===== src/esq_pkg.sv =====
`default_nettype none
package esq_pkg;
    // ---------------------------------------------------------------
    // Register map (byte addresses)
    // ---------------------------------------------------------------
    localparam logic [7:0] ESQ_ADDR_MEAS   = 8'h00;
    localparam logic [7:0] ESQ_ADDR_HUM    = 8'h04;
    localparam logic [7:0] ESQ_ADDR_GAS    = 8'h08;
    localparam logic [7:0] ESQ_ADDR_STATUS = 8'h0c;
    localparam logic [7:0] ESQ_ADDR_PROF   = 8'h40;
    localparam logic [7:0] ESQ_ADDR_PROF_END = 8'h68;

    // ---------------------------------------------------------------
    // Field positions
    // ---------------------------------------------------------------
    localparam int ESQ_MODE_LSB   = 0;
    localparam int ESQ_OSRS_T_LSB = 2;
    localparam int ESQ_OSRS_P_LSB = 5;
    localparam int ESQ_OSRS_H_LSB = 0;
    localparam int ESQ_SEL_LSB    = 0;
    localparam int ESQ_GAS_EN_BIT = 4;
    localparam int ESQ_SETPT_LSB  = 0;
    localparam int ESQ_DUR_LSB    = 8;
    localparam int ESQ_ST_BUSY    = 0;
    localparam int ESQ_ST_PEND    = 1;
    localparam int ESQ_ST_HEAT    = 2;
    localparam int ESQ_ST_PHASE   = 4;

    // ---------------------------------------------------------------
    // Encodings and reset values
    // ---------------------------------------------------------------
    localparam logic [1:0] ESQ_MODE_SLEEP  = 2'h0;
    localparam logic [1:0] ESQ_MODE_FORCED = 2'h1;
    localparam logic [2:0] ESQ_OSRS_MAX    = 3'h5;
    localparam logic [2:0] ESQ_OSRS_RST    = 3'h0;
    localparam logic [3:0] ESQ_SEL_RST     = 4'h0;
    localparam logic [1:0] ESQ_RESP_OKAY   = 2'h0;
    localparam logic [1:0] ESQ_RESP_SLVERR = 2'h2;
    localparam int         ESQ_NUM_PROFILES = 10;
    localparam int         ESQ_PROF_W       = 16;

    // ---------------------------------------------------------------
    // Timing
    // ---------------------------------------------------------------
    localparam int ESQ_CLK_PERIOD_NS  = 10;
    localparam int ESQ_CONV_TIME_NS   = 2000;
    localparam int ESQ_GAS_TIME_NS    = 2000;
    localparam int ESQ_HEAT_UNIT_NS   = 1000000;
    localparam int ESQ_CONV_CYCLES    = (ESQ_CONV_TIME_NS + ESQ_CLK_PERIOD_NS - 1) / ESQ_CLK_PERIOD_NS;
    localparam int ESQ_GAS_CYCLES     = (ESQ_GAS_TIME_NS + ESQ_CLK_PERIOD_NS - 1) / ESQ_CLK_PERIOD_NS;
    localparam int ESQ_HEAT_UNIT_DFLT = (ESQ_HEAT_UNIT_NS + ESQ_CLK_PERIOD_NS - 1) / ESQ_CLK_PERIOD_NS;

    typedef enum logic [2:0] {
        ESQ_SLEEP, ESQ_TEMP, ESQ_PRES, ESQ_HUM, ESQ_HEAT, ESQ_GAS
    } esq_state_t;
endpackage
`default_nettype wire


===== src/esq_prof_if.sv =====
`default_nettype none
interface esq_prof_if;
    import esq_pkg::*;
    logic                  wr_en;
    logic [3:0]            wr_idx;
    logic [ESQ_PROF_W-1:0] wr_data;
    logic [3:0]            idx_a;
    logic [ESQ_PROF_W-1:0] rd_a;
    logic [3:0]            idx_b;
    logic [ESQ_PROF_W-1:0] rd_b;
    modport mem (input wr_en, wr_idx, wr_data, idx_a, idx_b, output rd_a, rd_b);
    modport ctl (output wr_en, wr_idx, wr_data, idx_a, idx_b, input rd_a, rd_b);
endinterface
`default_nettype wire


===== src/esq_profile_mem.sv =====
`default_nettype none
module esq_profile_mem
    import esq_pkg::*;
#(
    parameter int DEPTH = ESQ_NUM_PROFILES
)
(
    // Clock and reset
    input  wire logic core_clk,
    input  wire logic srst,
    // Profile port
    esq_prof_if.mem   prof
);
    import esq_pkg::*;

    logic [ESQ_PROF_W-1:0] entry [DEPTH];

    if (DEPTH < 1 || DEPTH > 16)
    begin : g_chk
        $error("Profile depth must be 1 to 16");
    end

    // ---------------------------------------------------------------
    // Storage, one register per profile
    // ---------------------------------------------------------------
    for (genvar i = 0; i < DEPTH; i++)
    begin : g_entry
        always_ff @(posedge core_clk)
        begin
            if (srst)
                entry[i] <= '0;
            else if (prof.wr_en && prof.wr_idx == 4'(i))
                entry[i] <= prof.wr_data;
        end
    end

    // Registered reads; out-of-range index reads zero
    always_ff @(posedge core_clk)
    begin
        if (srst)
        begin
            prof.rd_a <= '0;
            prof.rd_b <= '0;
        end
        else
        begin
            prof.rd_a <= (int'(prof.idx_a) < DEPTH) ? entry[prof.idx_a] : '0;
            prof.rd_b <= (int'(prof.idx_b) < DEPTH) ? entry[prof.idx_b] : '0;
        end
    end
endmodule
`default_nettype wire


===== src/esq_mode_sequencer.sv =====
`default_nettype none
// Overview of operation
// - Reset leaves sequencer asleep, mode sleep
// - Mode 00: no conversions, heater off
// - Mode 01 runs one full measurement cycle
// - Cycle end returns to sleep unaided
// - Heater powered only during gas phase
// - Mode write during cycle waits for end
// - While change pending, control writes dropped
// - Order: temperature, pressure, humidity, gas
// - Ten stored setpoint and duration profiles
// - Four-bit field selects heater profile
// - Gas phase runs only with enable set
// - Oversampling zero skips that conversion
module esq_mode_sequencer
    import esq_pkg::*;
#(
    parameter int unsigned HEAT_UNIT_CYCLES = ESQ_HEAT_UNIT_DFLT
)
(
    // Clock and reset
    input  wire logic        core_clk,
    input  wire logic        srst,
    // AXI4-Lite write
    input  wire logic [7:0]  s_axi_awaddr,
    input  wire logic        s_axi_awvalid,
    output var  logic        s_axi_awready,
    input  wire logic [31:0] s_axi_wdata,
    input  wire logic [3:0]  s_axi_wstrb,
    input  wire logic        s_axi_wvalid,
    output var  logic        s_axi_wready,
    output var  logic [1:0]  s_axi_bresp,
    output var  logic        s_axi_bvalid,
    input  wire logic        s_axi_bready,
    // AXI4-Lite read
    input  wire logic [7:0]  s_axi_araddr,
    input  wire logic        s_axi_arvalid,
    output var  logic        s_axi_arready,
    output var  logic [31:0] s_axi_rdata,
    output var  logic [1:0]  s_axi_rresp,
    output var  logic        s_axi_rvalid,
    input  wire logic        s_axi_rready,
    // Measurement front end
    output var  logic        conv_active,
    output var  logic        heater_on,
    output var  logic [7:0]  heater_setpoint,
    output var  logic        cycle_done
);
    import esq_pkg::*;

    if (HEAT_UNIT_CYCLES < 1 || HEAT_UNIT_CYCLES > 16777215)
    begin : g_chk
        $error("HEAT_UNIT_CYCLES out of range");
    end

    esq_prof_if prof ();
    esq_profile_mem #(.DEPTH(ESQ_NUM_PROFILES)) u_mem (.core_clk(core_clk), .srst(srst), .prof(prof));

    esq_state_t  state;
    esq_state_t  next_state;
    logic [1:0]  mode;
    logic [1:0]  pend_mode;
    logic        pend;
    logic [2:0]  osrs_t, osrs_p, osrs_h;
    logic [3:0]  heater_profile_select;
    logic        gas_en;
    logic [2:0]  run_t, run_p, run_h;
    logic        run_gas;
    logic [3:0]  run_sel;
    logic [31:0] cnt;
    logic [31:0] next_cnt;
    logic        start;
    logic        busy;
    logic [7:0]  aw_addr, ar_addr;
    logic [31:0] w_data;
    logic [3:0]  w_strb;
    logic        aw_full, w_full, wr_go, rd_stage;
    logic [31:0] rd_word;
    logic [1:0]  rd_resp;
    logic        prof_hit_w, prof_hit_r;

    assign busy  = (state != ESQ_SLEEP);
    assign start = (state == ESQ_SLEEP) && (mode == ESQ_MODE_FORCED);
    assign wr_go = aw_full && w_full && !s_axi_bvalid;
    assign prof_hit_w = (aw_addr >= ESQ_ADDR_PROF) && (aw_addr < ESQ_ADDR_PROF_END) && (aw_addr[1:0] == 2'h0);
    assign prof_hit_r = (ar_addr >= ESQ_ADDR_PROF) && (ar_addr < ESQ_ADDR_PROF_END) && (ar_addr[1:0] == 2'h0);

    // ---------------------------------------------------------------
    // Phase order helpers
    // ---------------------------------------------------------------
    function automatic esq_state_t first_after(input esq_state_t s, input logic [3:0] en);
        logic [3:0] m;
        m = 4'h0;
        case (s)
            ESQ_SLEEP: m = en & 4'hf;
            ESQ_TEMP:  m = en & 4'he;
            ESQ_PRES:  m = en & 4'hc;
            ESQ_HUM:   m = en & 4'h8;
            default:   m = 4'h0;
        endcase
        if (m[0])
            first_after = ESQ_TEMP;
        else if (m[1])
            first_after = ESQ_PRES;
        else if (m[2])
            first_after = ESQ_HUM;
        else if (m[3])
            first_after = ESQ_HEAT;
        else
            first_after = ESQ_SLEEP;
    endfunction

    function automatic logic [31:0] conv_len(input logic [2:0] o);
        logic [2:0] c;
        c = (o > ESQ_OSRS_MAX) ? ESQ_OSRS_MAX : o;
        conv_len = (32'(ESQ_CONV_CYCLES) << (c - 3'h1)) - 32'h1;
    endfunction

    // ---------------------------------------------------------------
    // Sequencer
    // ---------------------------------------------------------------
    always_comb
    begin
        next_state = state;
        next_cnt   = (cnt != 32'h0) ? cnt - 32'h1 : cnt;
        if (start)
            next_state = first_after(ESQ_SLEEP, {gas_en, |osrs_h, |osrs_p, |osrs_t});
        else if (busy && cnt == 32'h0)
        begin
            if (state == ESQ_HEAT)
                next_state = ESQ_GAS;
            else
                next_state = first_after(state, {run_gas, |run_h, |run_p, |run_t});
        end
        if (next_state != state || start)
        begin
            case (next_state)
                ESQ_TEMP: next_cnt = conv_len(start ? osrs_t : run_t);
                ESQ_PRES: next_cnt = conv_len(start ? osrs_p : run_p);
                ESQ_HUM:  next_cnt = conv_len(start ? osrs_h : run_h);
                ESQ_HEAT: next_cnt = 32'(prof.rd_a[ESQ_DUR_LSB +: 8]) * 32'(HEAT_UNIT_CYCLES);
                ESQ_GAS:  next_cnt = 32'(ESQ_GAS_CYCLES - 1);
                default:  next_cnt = 32'h0;
            endcase
        end
    end

    always_ff @(posedge core_clk)
    begin
        if (srst)
        begin
            state <= ESQ_SLEEP;
            cnt   <= 32'h0;
        end
        else
        begin
            state <= next_state;
            cnt   <= next_cnt;
        end
    end

    // Settings are frozen for the whole cycle so that writes between phases cannot reorder it
    always_ff @(posedge core_clk)
    begin
        if (srst)
        begin
            run_t   <= ESQ_OSRS_RST;
            run_p   <= ESQ_OSRS_RST;
            run_h   <= ESQ_OSRS_RST;
            run_gas <= 1'b0;
            run_sel <= ESQ_SEL_RST;
        end
        else if (start)
        begin
            run_t   <= osrs_t;
            run_p   <= osrs_p;
            run_h   <= osrs_h;
            run_gas <= gas_en;
            run_sel <= heater_profile_select;
        end
    end

    // Front-end outputs follow the next state so they line up with it exactly
    always_ff @(posedge core_clk)
    begin
        if (srst)
        begin
            conv_active     <= 1'b0;
            heater_on       <= 1'b0;
            heater_setpoint <= 8'h0;
            cycle_done      <= 1'b0;
        end
        else
        begin
            conv_active <= (next_state != ESQ_SLEEP);
            heater_on   <= (next_state == ESQ_HEAT) || (next_state == ESQ_GAS);
            if (next_state == ESQ_HEAT && state != ESQ_HEAT)
                heater_setpoint <= prof.rd_a[ESQ_SETPT_LSB +: 8];
            cycle_done  <= (busy || start) && next_state == ESQ_SLEEP;
        end
    end

    // In sleep the live field feeds the memory, so the data are ready when a cycle starts
    assign prof.idx_a   = busy ? run_sel : heater_profile_select;
    // Index follows the address as it is taken, so the registered word is fresh one edge later
    assign prof.idx_b   = 4'((((s_axi_arvalid && s_axi_arready) ? s_axi_araddr : ar_addr) - ESQ_ADDR_PROF) >> 2);
    assign prof.wr_idx  = 4'((aw_addr - ESQ_ADDR_PROF) >> 2);
    assign prof.wr_data = w_data[ESQ_PROF_W-1:0];
    assign prof.wr_en   = wr_go && !pend && prof_hit_w && (&w_strb[1:0]);

    // ---------------------------------------------------------------
    // Control registers and mode handling
    // ---------------------------------------------------------------
    always_ff @(posedge core_clk)
    begin
        if (srst)
        begin
            mode      <= ESQ_MODE_SLEEP;
            pend      <= 1'b0;
            pend_mode <= ESQ_MODE_SLEEP;
            osrs_t    <= ESQ_OSRS_RST;
            osrs_p    <= ESQ_OSRS_RST;
            osrs_h    <= ESQ_OSRS_RST;
            gas_en    <= 1'b0;
            heater_profile_select <= ESQ_SEL_RST;
        end
        else
        begin
            if (busy && next_state == ESQ_SLEEP)
            begin
                mode <= pend ? pend_mode : ESQ_MODE_SLEEP;
                pend <= 1'b0;
            end
            // A change taken in the last busy cycle lands here, one cycle after the end
            else if (pend && !busy)
            begin
                mode <= pend_mode;
                pend <= 1'b0;
            end
            else if (start && next_state == ESQ_SLEEP)
                mode <= ESQ_MODE_SLEEP;
            if (wr_go && !pend && w_strb[0])
            begin
                if (aw_addr == ESQ_ADDR_MEAS)
                begin
                    osrs_t <= w_data[ESQ_OSRS_T_LSB +: 3];
                    osrs_p <= w_data[ESQ_OSRS_P_LSB +: 3];
                    if (busy)
                    begin
                        pend      <= 1'b1;
                        pend_mode <= w_data[ESQ_MODE_LSB +: 2];
                    end
                    else if (!start)
                        mode <= w_data[ESQ_MODE_LSB +: 2];
                end
                else if (aw_addr == ESQ_ADDR_HUM)
                    osrs_h <= w_data[ESQ_OSRS_H_LSB +: 3];
                else if (aw_addr == ESQ_ADDR_GAS)
                begin
                    heater_profile_select <= w_data[ESQ_SEL_LSB +: 4];
                    gas_en                <= w_data[ESQ_GAS_EN_BIT];
                end
            end
        end
    end

    // ---------------------------------------------------------------
    // AXI4-Lite write channel
    // ---------------------------------------------------------------
    always_ff @(posedge core_clk)
    begin
        if (srst)
        begin
            aw_full <= 1'b0;
            w_full  <= 1'b0;
            aw_addr <= 8'h0;
            w_data  <= 32'h0;
            w_strb  <= 4'h0;
            s_axi_awready <= 1'b0;
            s_axi_wready  <= 1'b0;
            s_axi_bvalid  <= 1'b0;
            s_axi_bresp   <= ESQ_RESP_OKAY;
        end
        else
        begin
            s_axi_awready <= !aw_full && !(s_axi_awvalid && s_axi_awready);
            s_axi_wready  <= !w_full && !(s_axi_wvalid && s_axi_wready);
            if (s_axi_awvalid && s_axi_awready)
            begin
                aw_full <= 1'b1;
                aw_addr <= s_axi_awaddr;
            end
            if (s_axi_wvalid && s_axi_wready)
            begin
                w_full <= 1'b1;
                w_data <= s_axi_wdata;
                w_strb <= s_axi_wstrb;
            end
            if (wr_go)
            begin
                s_axi_bvalid <= 1'b1;
                s_axi_bresp  <= (aw_addr == ESQ_ADDR_MEAS || aw_addr == ESQ_ADDR_HUM || aw_addr == ESQ_ADDR_GAS
                                 || aw_addr == ESQ_ADDR_STATUS || prof_hit_w) ? ESQ_RESP_OKAY : ESQ_RESP_SLVERR;
            end
            else if (s_axi_bvalid && s_axi_bready)
            begin
                s_axi_bvalid <= 1'b0;
                aw_full      <= 1'b0;
                w_full       <= 1'b0;
            end
        end
    end

    // ---------------------------------------------------------------
    // AXI4-Lite read channel
    // ---------------------------------------------------------------
    always_comb
    begin
        rd_word = 32'h0;
        rd_resp = ESQ_RESP_OKAY;
        if (ar_addr == ESQ_ADDR_MEAS)
            rd_word = 32'({osrs_p, osrs_t, mode});
        else if (ar_addr == ESQ_ADDR_HUM)
            rd_word = 32'(osrs_h);
        else if (ar_addr == ESQ_ADDR_GAS)
            rd_word = 32'({gas_en, heater_profile_select});
        else if (ar_addr == ESQ_ADDR_STATUS)
            rd_word = 32'({state, 1'b0, heater_on, pend, busy});
        else if (prof_hit_r)
            rd_word = 32'(prof.rd_b);
        else
            rd_resp = ESQ_RESP_SLVERR;
    end

    always_ff @(posedge core_clk)
    begin
        if (srst)
        begin
            ar_addr       <= 8'h0;
            rd_stage      <= 1'b0;
            s_axi_arready <= 1'b0;
            s_axi_rvalid  <= 1'b0;
            s_axi_rdata   <= 32'h0;
            s_axi_rresp   <= ESQ_RESP_OKAY;
        end
        else
        begin
            rd_stage <= 1'b0;
            if (s_axi_arvalid && s_axi_arready)
            begin
                ar_addr       <= s_axi_araddr;
                rd_stage      <= 1'b1;
                s_axi_arready <= 1'b0;
            end
            else if (!s_axi_rvalid && !rd_stage)
                s_axi_arready <= 1'b1;
            // One spare cycle lets the profile memory present its registered word
            if (rd_stage)
            begin
                s_axi_rvalid <= 1'b1;
                s_axi_rdata  <= rd_word;
                s_axi_rresp  <= rd_resp;
            end
            else if (s_axi_rvalid && s_axi_rready)
                s_axi_rvalid <= 1'b0;
        end
    end
endmodule
`default_nettype wire


===== config.mk =====
export PLATFORM = sky130hd
export DESIGN_NAME = esq_mode_sequencer
export DESIGN_NICKNAME = d
export VERILOG_FILES = /design/src/esq_pkg.sv /design/src/esq_prof_if.sv /design/src/esq_profile_mem.sv /design/src/esq_mode_sequencer.sv
export SDC_FILE = /design/constraint.sdc
export NUM_CORES = 1
export LEC_CHECK = 0
export ABC_AREA = 1
export BUFFER_PORTS_ARGS = -buffer_cell sky130_fd_sc_hd__buf_2
export CORE_UTILIZATION = 60
export DETAILED_ROUTE_END_ITERATION = 8
export PLACE_DENSITY_LB_ADDON = 0.1
export SYNTH_ARGS = -nofsm -noshare
export SYNTH_HDL_FRONTEND = slang
export SYNTH_SLANG_ARGS = --single-unit

===== constraint.sdc =====
create_clock -name core_clk -period 10.1 [get_ports core_clk]
set_input_delay 1.515 -clock core_clk [delete_from_list [all_inputs] [get_ports core_clk]]
set_output_delay 1.515 -clock core_clk [all_outputs]
set_load 0.01 [all_outputs]

==> flow_summary.toml <==
[timing]
postLayoutSetupSlackWorst_ns = 5.42
fin_crit_sh_pct = 46.3
tightestPinTransition_ns = 1.03
slew-limit-headroom_pct = 31.3
hold_viol = 0
clock.fmax_mhz = 214
setup_viol = 0
whs_ns = 0.442
min_period_ns = 4.68
skew_ns = 0.0243
drv_slew = 0
fin_tns_setup_ns = 0
rsz0062_at_grt = "no"

[final_layout]
drive_above_1_share_pct = 11.0
layout_common_cells = "nor2_1 (362), nand2_1 (317), inv_1 (210)"
syn_to_final_growth_pct = 9.81
layout.cells.most_common = "nor2_1"
fin_nets = 2370
antennaDiodeCount = 0
final_core_util_pct = 67.9

[flow_run]
maxCapViolCount = 0

[routing]
drtAntennaViolNets = 0
drtIter0Drc = 1696
vias = 15700
drcViolationCount = 0
vias_per_cell = 5.94
wl_mm = 49.0
avgRoutedWirePerCell_um = 18.5
drt_first_pass_iters = 7

[clocking]
cts_tree = "done"
clockBufferDepth = 3
cts_setup_buffers = 0
cts_root_buf = "clkbuf_16"
cts.sinks = 331
cts_buffers = 36
insertion_delay_ns = 0.54
htreeDepth = 2
cts.clk_slew.worst_paths_ns = 0.05
ctsResizeCount = 0
hold_buffers = 0

[floorplan]
coreArea_um2 = 29000
io_pins = 111
fp-row-count = 62
initial_core_util_pct = 61.8
dieArea_um2 = 30600
die_h_um = 175
fp.dieW_um = 175

[pwr]
p_sw_w = 0.00123
p_comb_share_pct = 23.6
p_int_w = 0.00262
leakagePower_nw = 8.18
worst_ir_drop_vdd_mv = 0.189
power.density_nw_per_um2 = 196
seq_power_share_pct = 41.4
finalPower_w = 0.00386
pwr-share-clk_pct = 35.0
switching_share_pct = 32.0

[critical_path]
path_delay_family = "simple AND/OR/NAND/NOR gates"
crit_fanout = 32
crit_slowest_cell = "nand2_1"
crit_chain = "nor2_4, nand2_4, inv_4, nand2_2, inv_2, nand3_1, nand3_4, nand2_2, inv_2, a221oi_1, nand2_1, buf_4, inv_2, nand2_1, nand2_1, a21oi_1"
cp_data_arrival_time_ns = 5.03
path_class = "flop to flop"
cp.required_ns = 10.46
cp-start-kind = "flop"
cpPeakStageDelay_ns = 0.76
crit_buf_inv = 5
cp-end-kind = "flop"

[status]
status = "completed"

[synthesis]
ys_types = 58
syn_area_um2 = 17900
synth-async-reset-ratio_pct = 0
synthCells = 2215
synth_seq_cells = 331
synth_edf_count = 160
seq_area_frac_synth_pct = 45.9
ys_warn_count = 0
avgSynthCellArea_um2 = 8.09
ys.flop_type = "dfxtp_1"

[placed_design]
place_ws_ns = 5.49
dp_hpwl_mm = 33.9
gp_congestion = 0.900
io_buffers = 74

[global_routing]
grt.overflow.total = 0
grt_first_pass_wirelength_mm = 77.5
grt_max_degree = 84
grt_usage_pct = 32.2
antenna_found_initial = 0
grt_pass1_vias = 14900

[hold_path]
hold_path.class = "flop to flop"
==> worst paths after layout <==
path | start | end | slack [ns] | cells after the start
worst max register to register | state[2] | cnt[12] | 5.42 | 16
worst max-delay path | state[2] | cnt[12] | 5.42 | 16
worst min register to register | u_mem.prof.rd_b[10] | s_axi_rdata[10] | 0.44 | 2
worst min-delay path | u_mem.prof.rd_b[10] | s_axi_rdata[10] | 0.44 | 2
==> area by class of cell <==
class | count | area, um2
fill | 2428 | 9320
inverter | 230 | 866
clock inverter | 16 | 185
tap | 384 | 480
sequential | 331 | 8230
clock buffer | 49 | 1020
timing repair buffer | 101 | 573
multi-input combinational | 1537 | 8330
==> cell usage after synthesis, types with 4 or more instances <==
master	instances	area, um2
a211oi_1	10	75.1
a21oi_1	176	881
a21oi_2	6	52.6
a221oi_1	8	70.1
a31oi_1	10	62.6
buf_1	9	33.8
buf_2	11	55.1
buf_4	18	135
clkbuf_1	95	357
clkinv_1	4	15.0
dfxtp_1	171	3420
edfxtp_1	160	4800
fa_1	12	240
ha_1	62	776
inv_1	212	796
inv_2	13	48.8
nand2_1	317	1190
nand2_2	12	75.1
nand2_4	7	78.8
nand3_1	77	385
nand3_2	4	40.0
nand3_4	4	70.1
nand4_1	22	138
nor2_1	362	1360
nor2_2	16	100
nor2_4	9	101
nor3_1	23	115
nor4_1	8	50.1
o2111ai_1	17	149
o211ai_1	50	375
o21ai_0	206	1030
o21ai_1	16	80.1
o21ai_2	5	43.8
o221ai_1	8	70.1
o311ai_0	9	78.8
o31ai_1	13	97.6
or2_2	4	25.0
xnor2_1	9	78.8
xor2_1	12	105
==> sequential cells by signal, indices dropped and copies added (netlist names), 8 cells and up <==
register	flops
u_mem.entry	160
cnt	32
s_axi_rdata	16
u_mem.prof.rd_a	16
u_mem.prof.rd_b	16
w_data	16
ar_addr	8
aw_addr	8
heater_setpoint	8
==> metal layers <==
metal | GRT usage, % | up-vias | share of wire [%]
li1 | - | 7521 | -
met1 | 42.4 | 7297 | 40
met2 | 53.5 | 765 | 47
met3 | 5.96 | 133 | 9.4
met4 | 10.5 | 0 | 2.9
met5 | 0 | - | 0
==> power by group through the flow <==
stage / Sequential [W] / Clock [W] / Combinational (W)
floorplan: 0.00160 / 0 / 0.000692
global placement: 0.00162 / 0 / 0.000864
detailed placement: 0.00162 / 0 / 0.000884
CTS: 0.00159 / 0.00136 / 0.000894
global route: 0.00161 / 0.00142 / 0.00100
finish: 0.00160 / 0.00135 / 0.000909
==> worst register-to-register path, delay by kind of cell, from the launching register on <==
kind                   cells  cell delay [ns]
buffers and inverters      5             1.12
flip-flops                 1             0.55
AND/OR/NAND/NOR            9             2.54
AO/OA/AOI/OAI              2             0.32
==> per-stage QoR <==
| step | cell area, um2 | cells |
|---|---|---|
| after global placement | 18500 | 2583 |
| after floorplan | 18000 | 2232 |
| after detailed placement | 18500 | 2583 |
| final | 19700 | 2648 |
| after CTS | 19700 | 2648 |
| after global routing | 19700 | 2648 |
==> cell families (layout without fill, tap and decap cells) <==
kind of cell	count (synthesis)	in the layout	synth area share, %
other	1	18	0.0209
flip-flops	331	331	45.9
XOR/XNOR	21	21	1.03
buffers and inverters	364	396	8.13
multiplexers	1	1	0.0558
AND/OR/NAND/NOR	877	877	21.6
adder cells (fa/ha/maj)	74	74	5.67
AO/OA/AOI/OAI	546	546	17.6
Note: power is estimated with default switching activity, not from simulation.
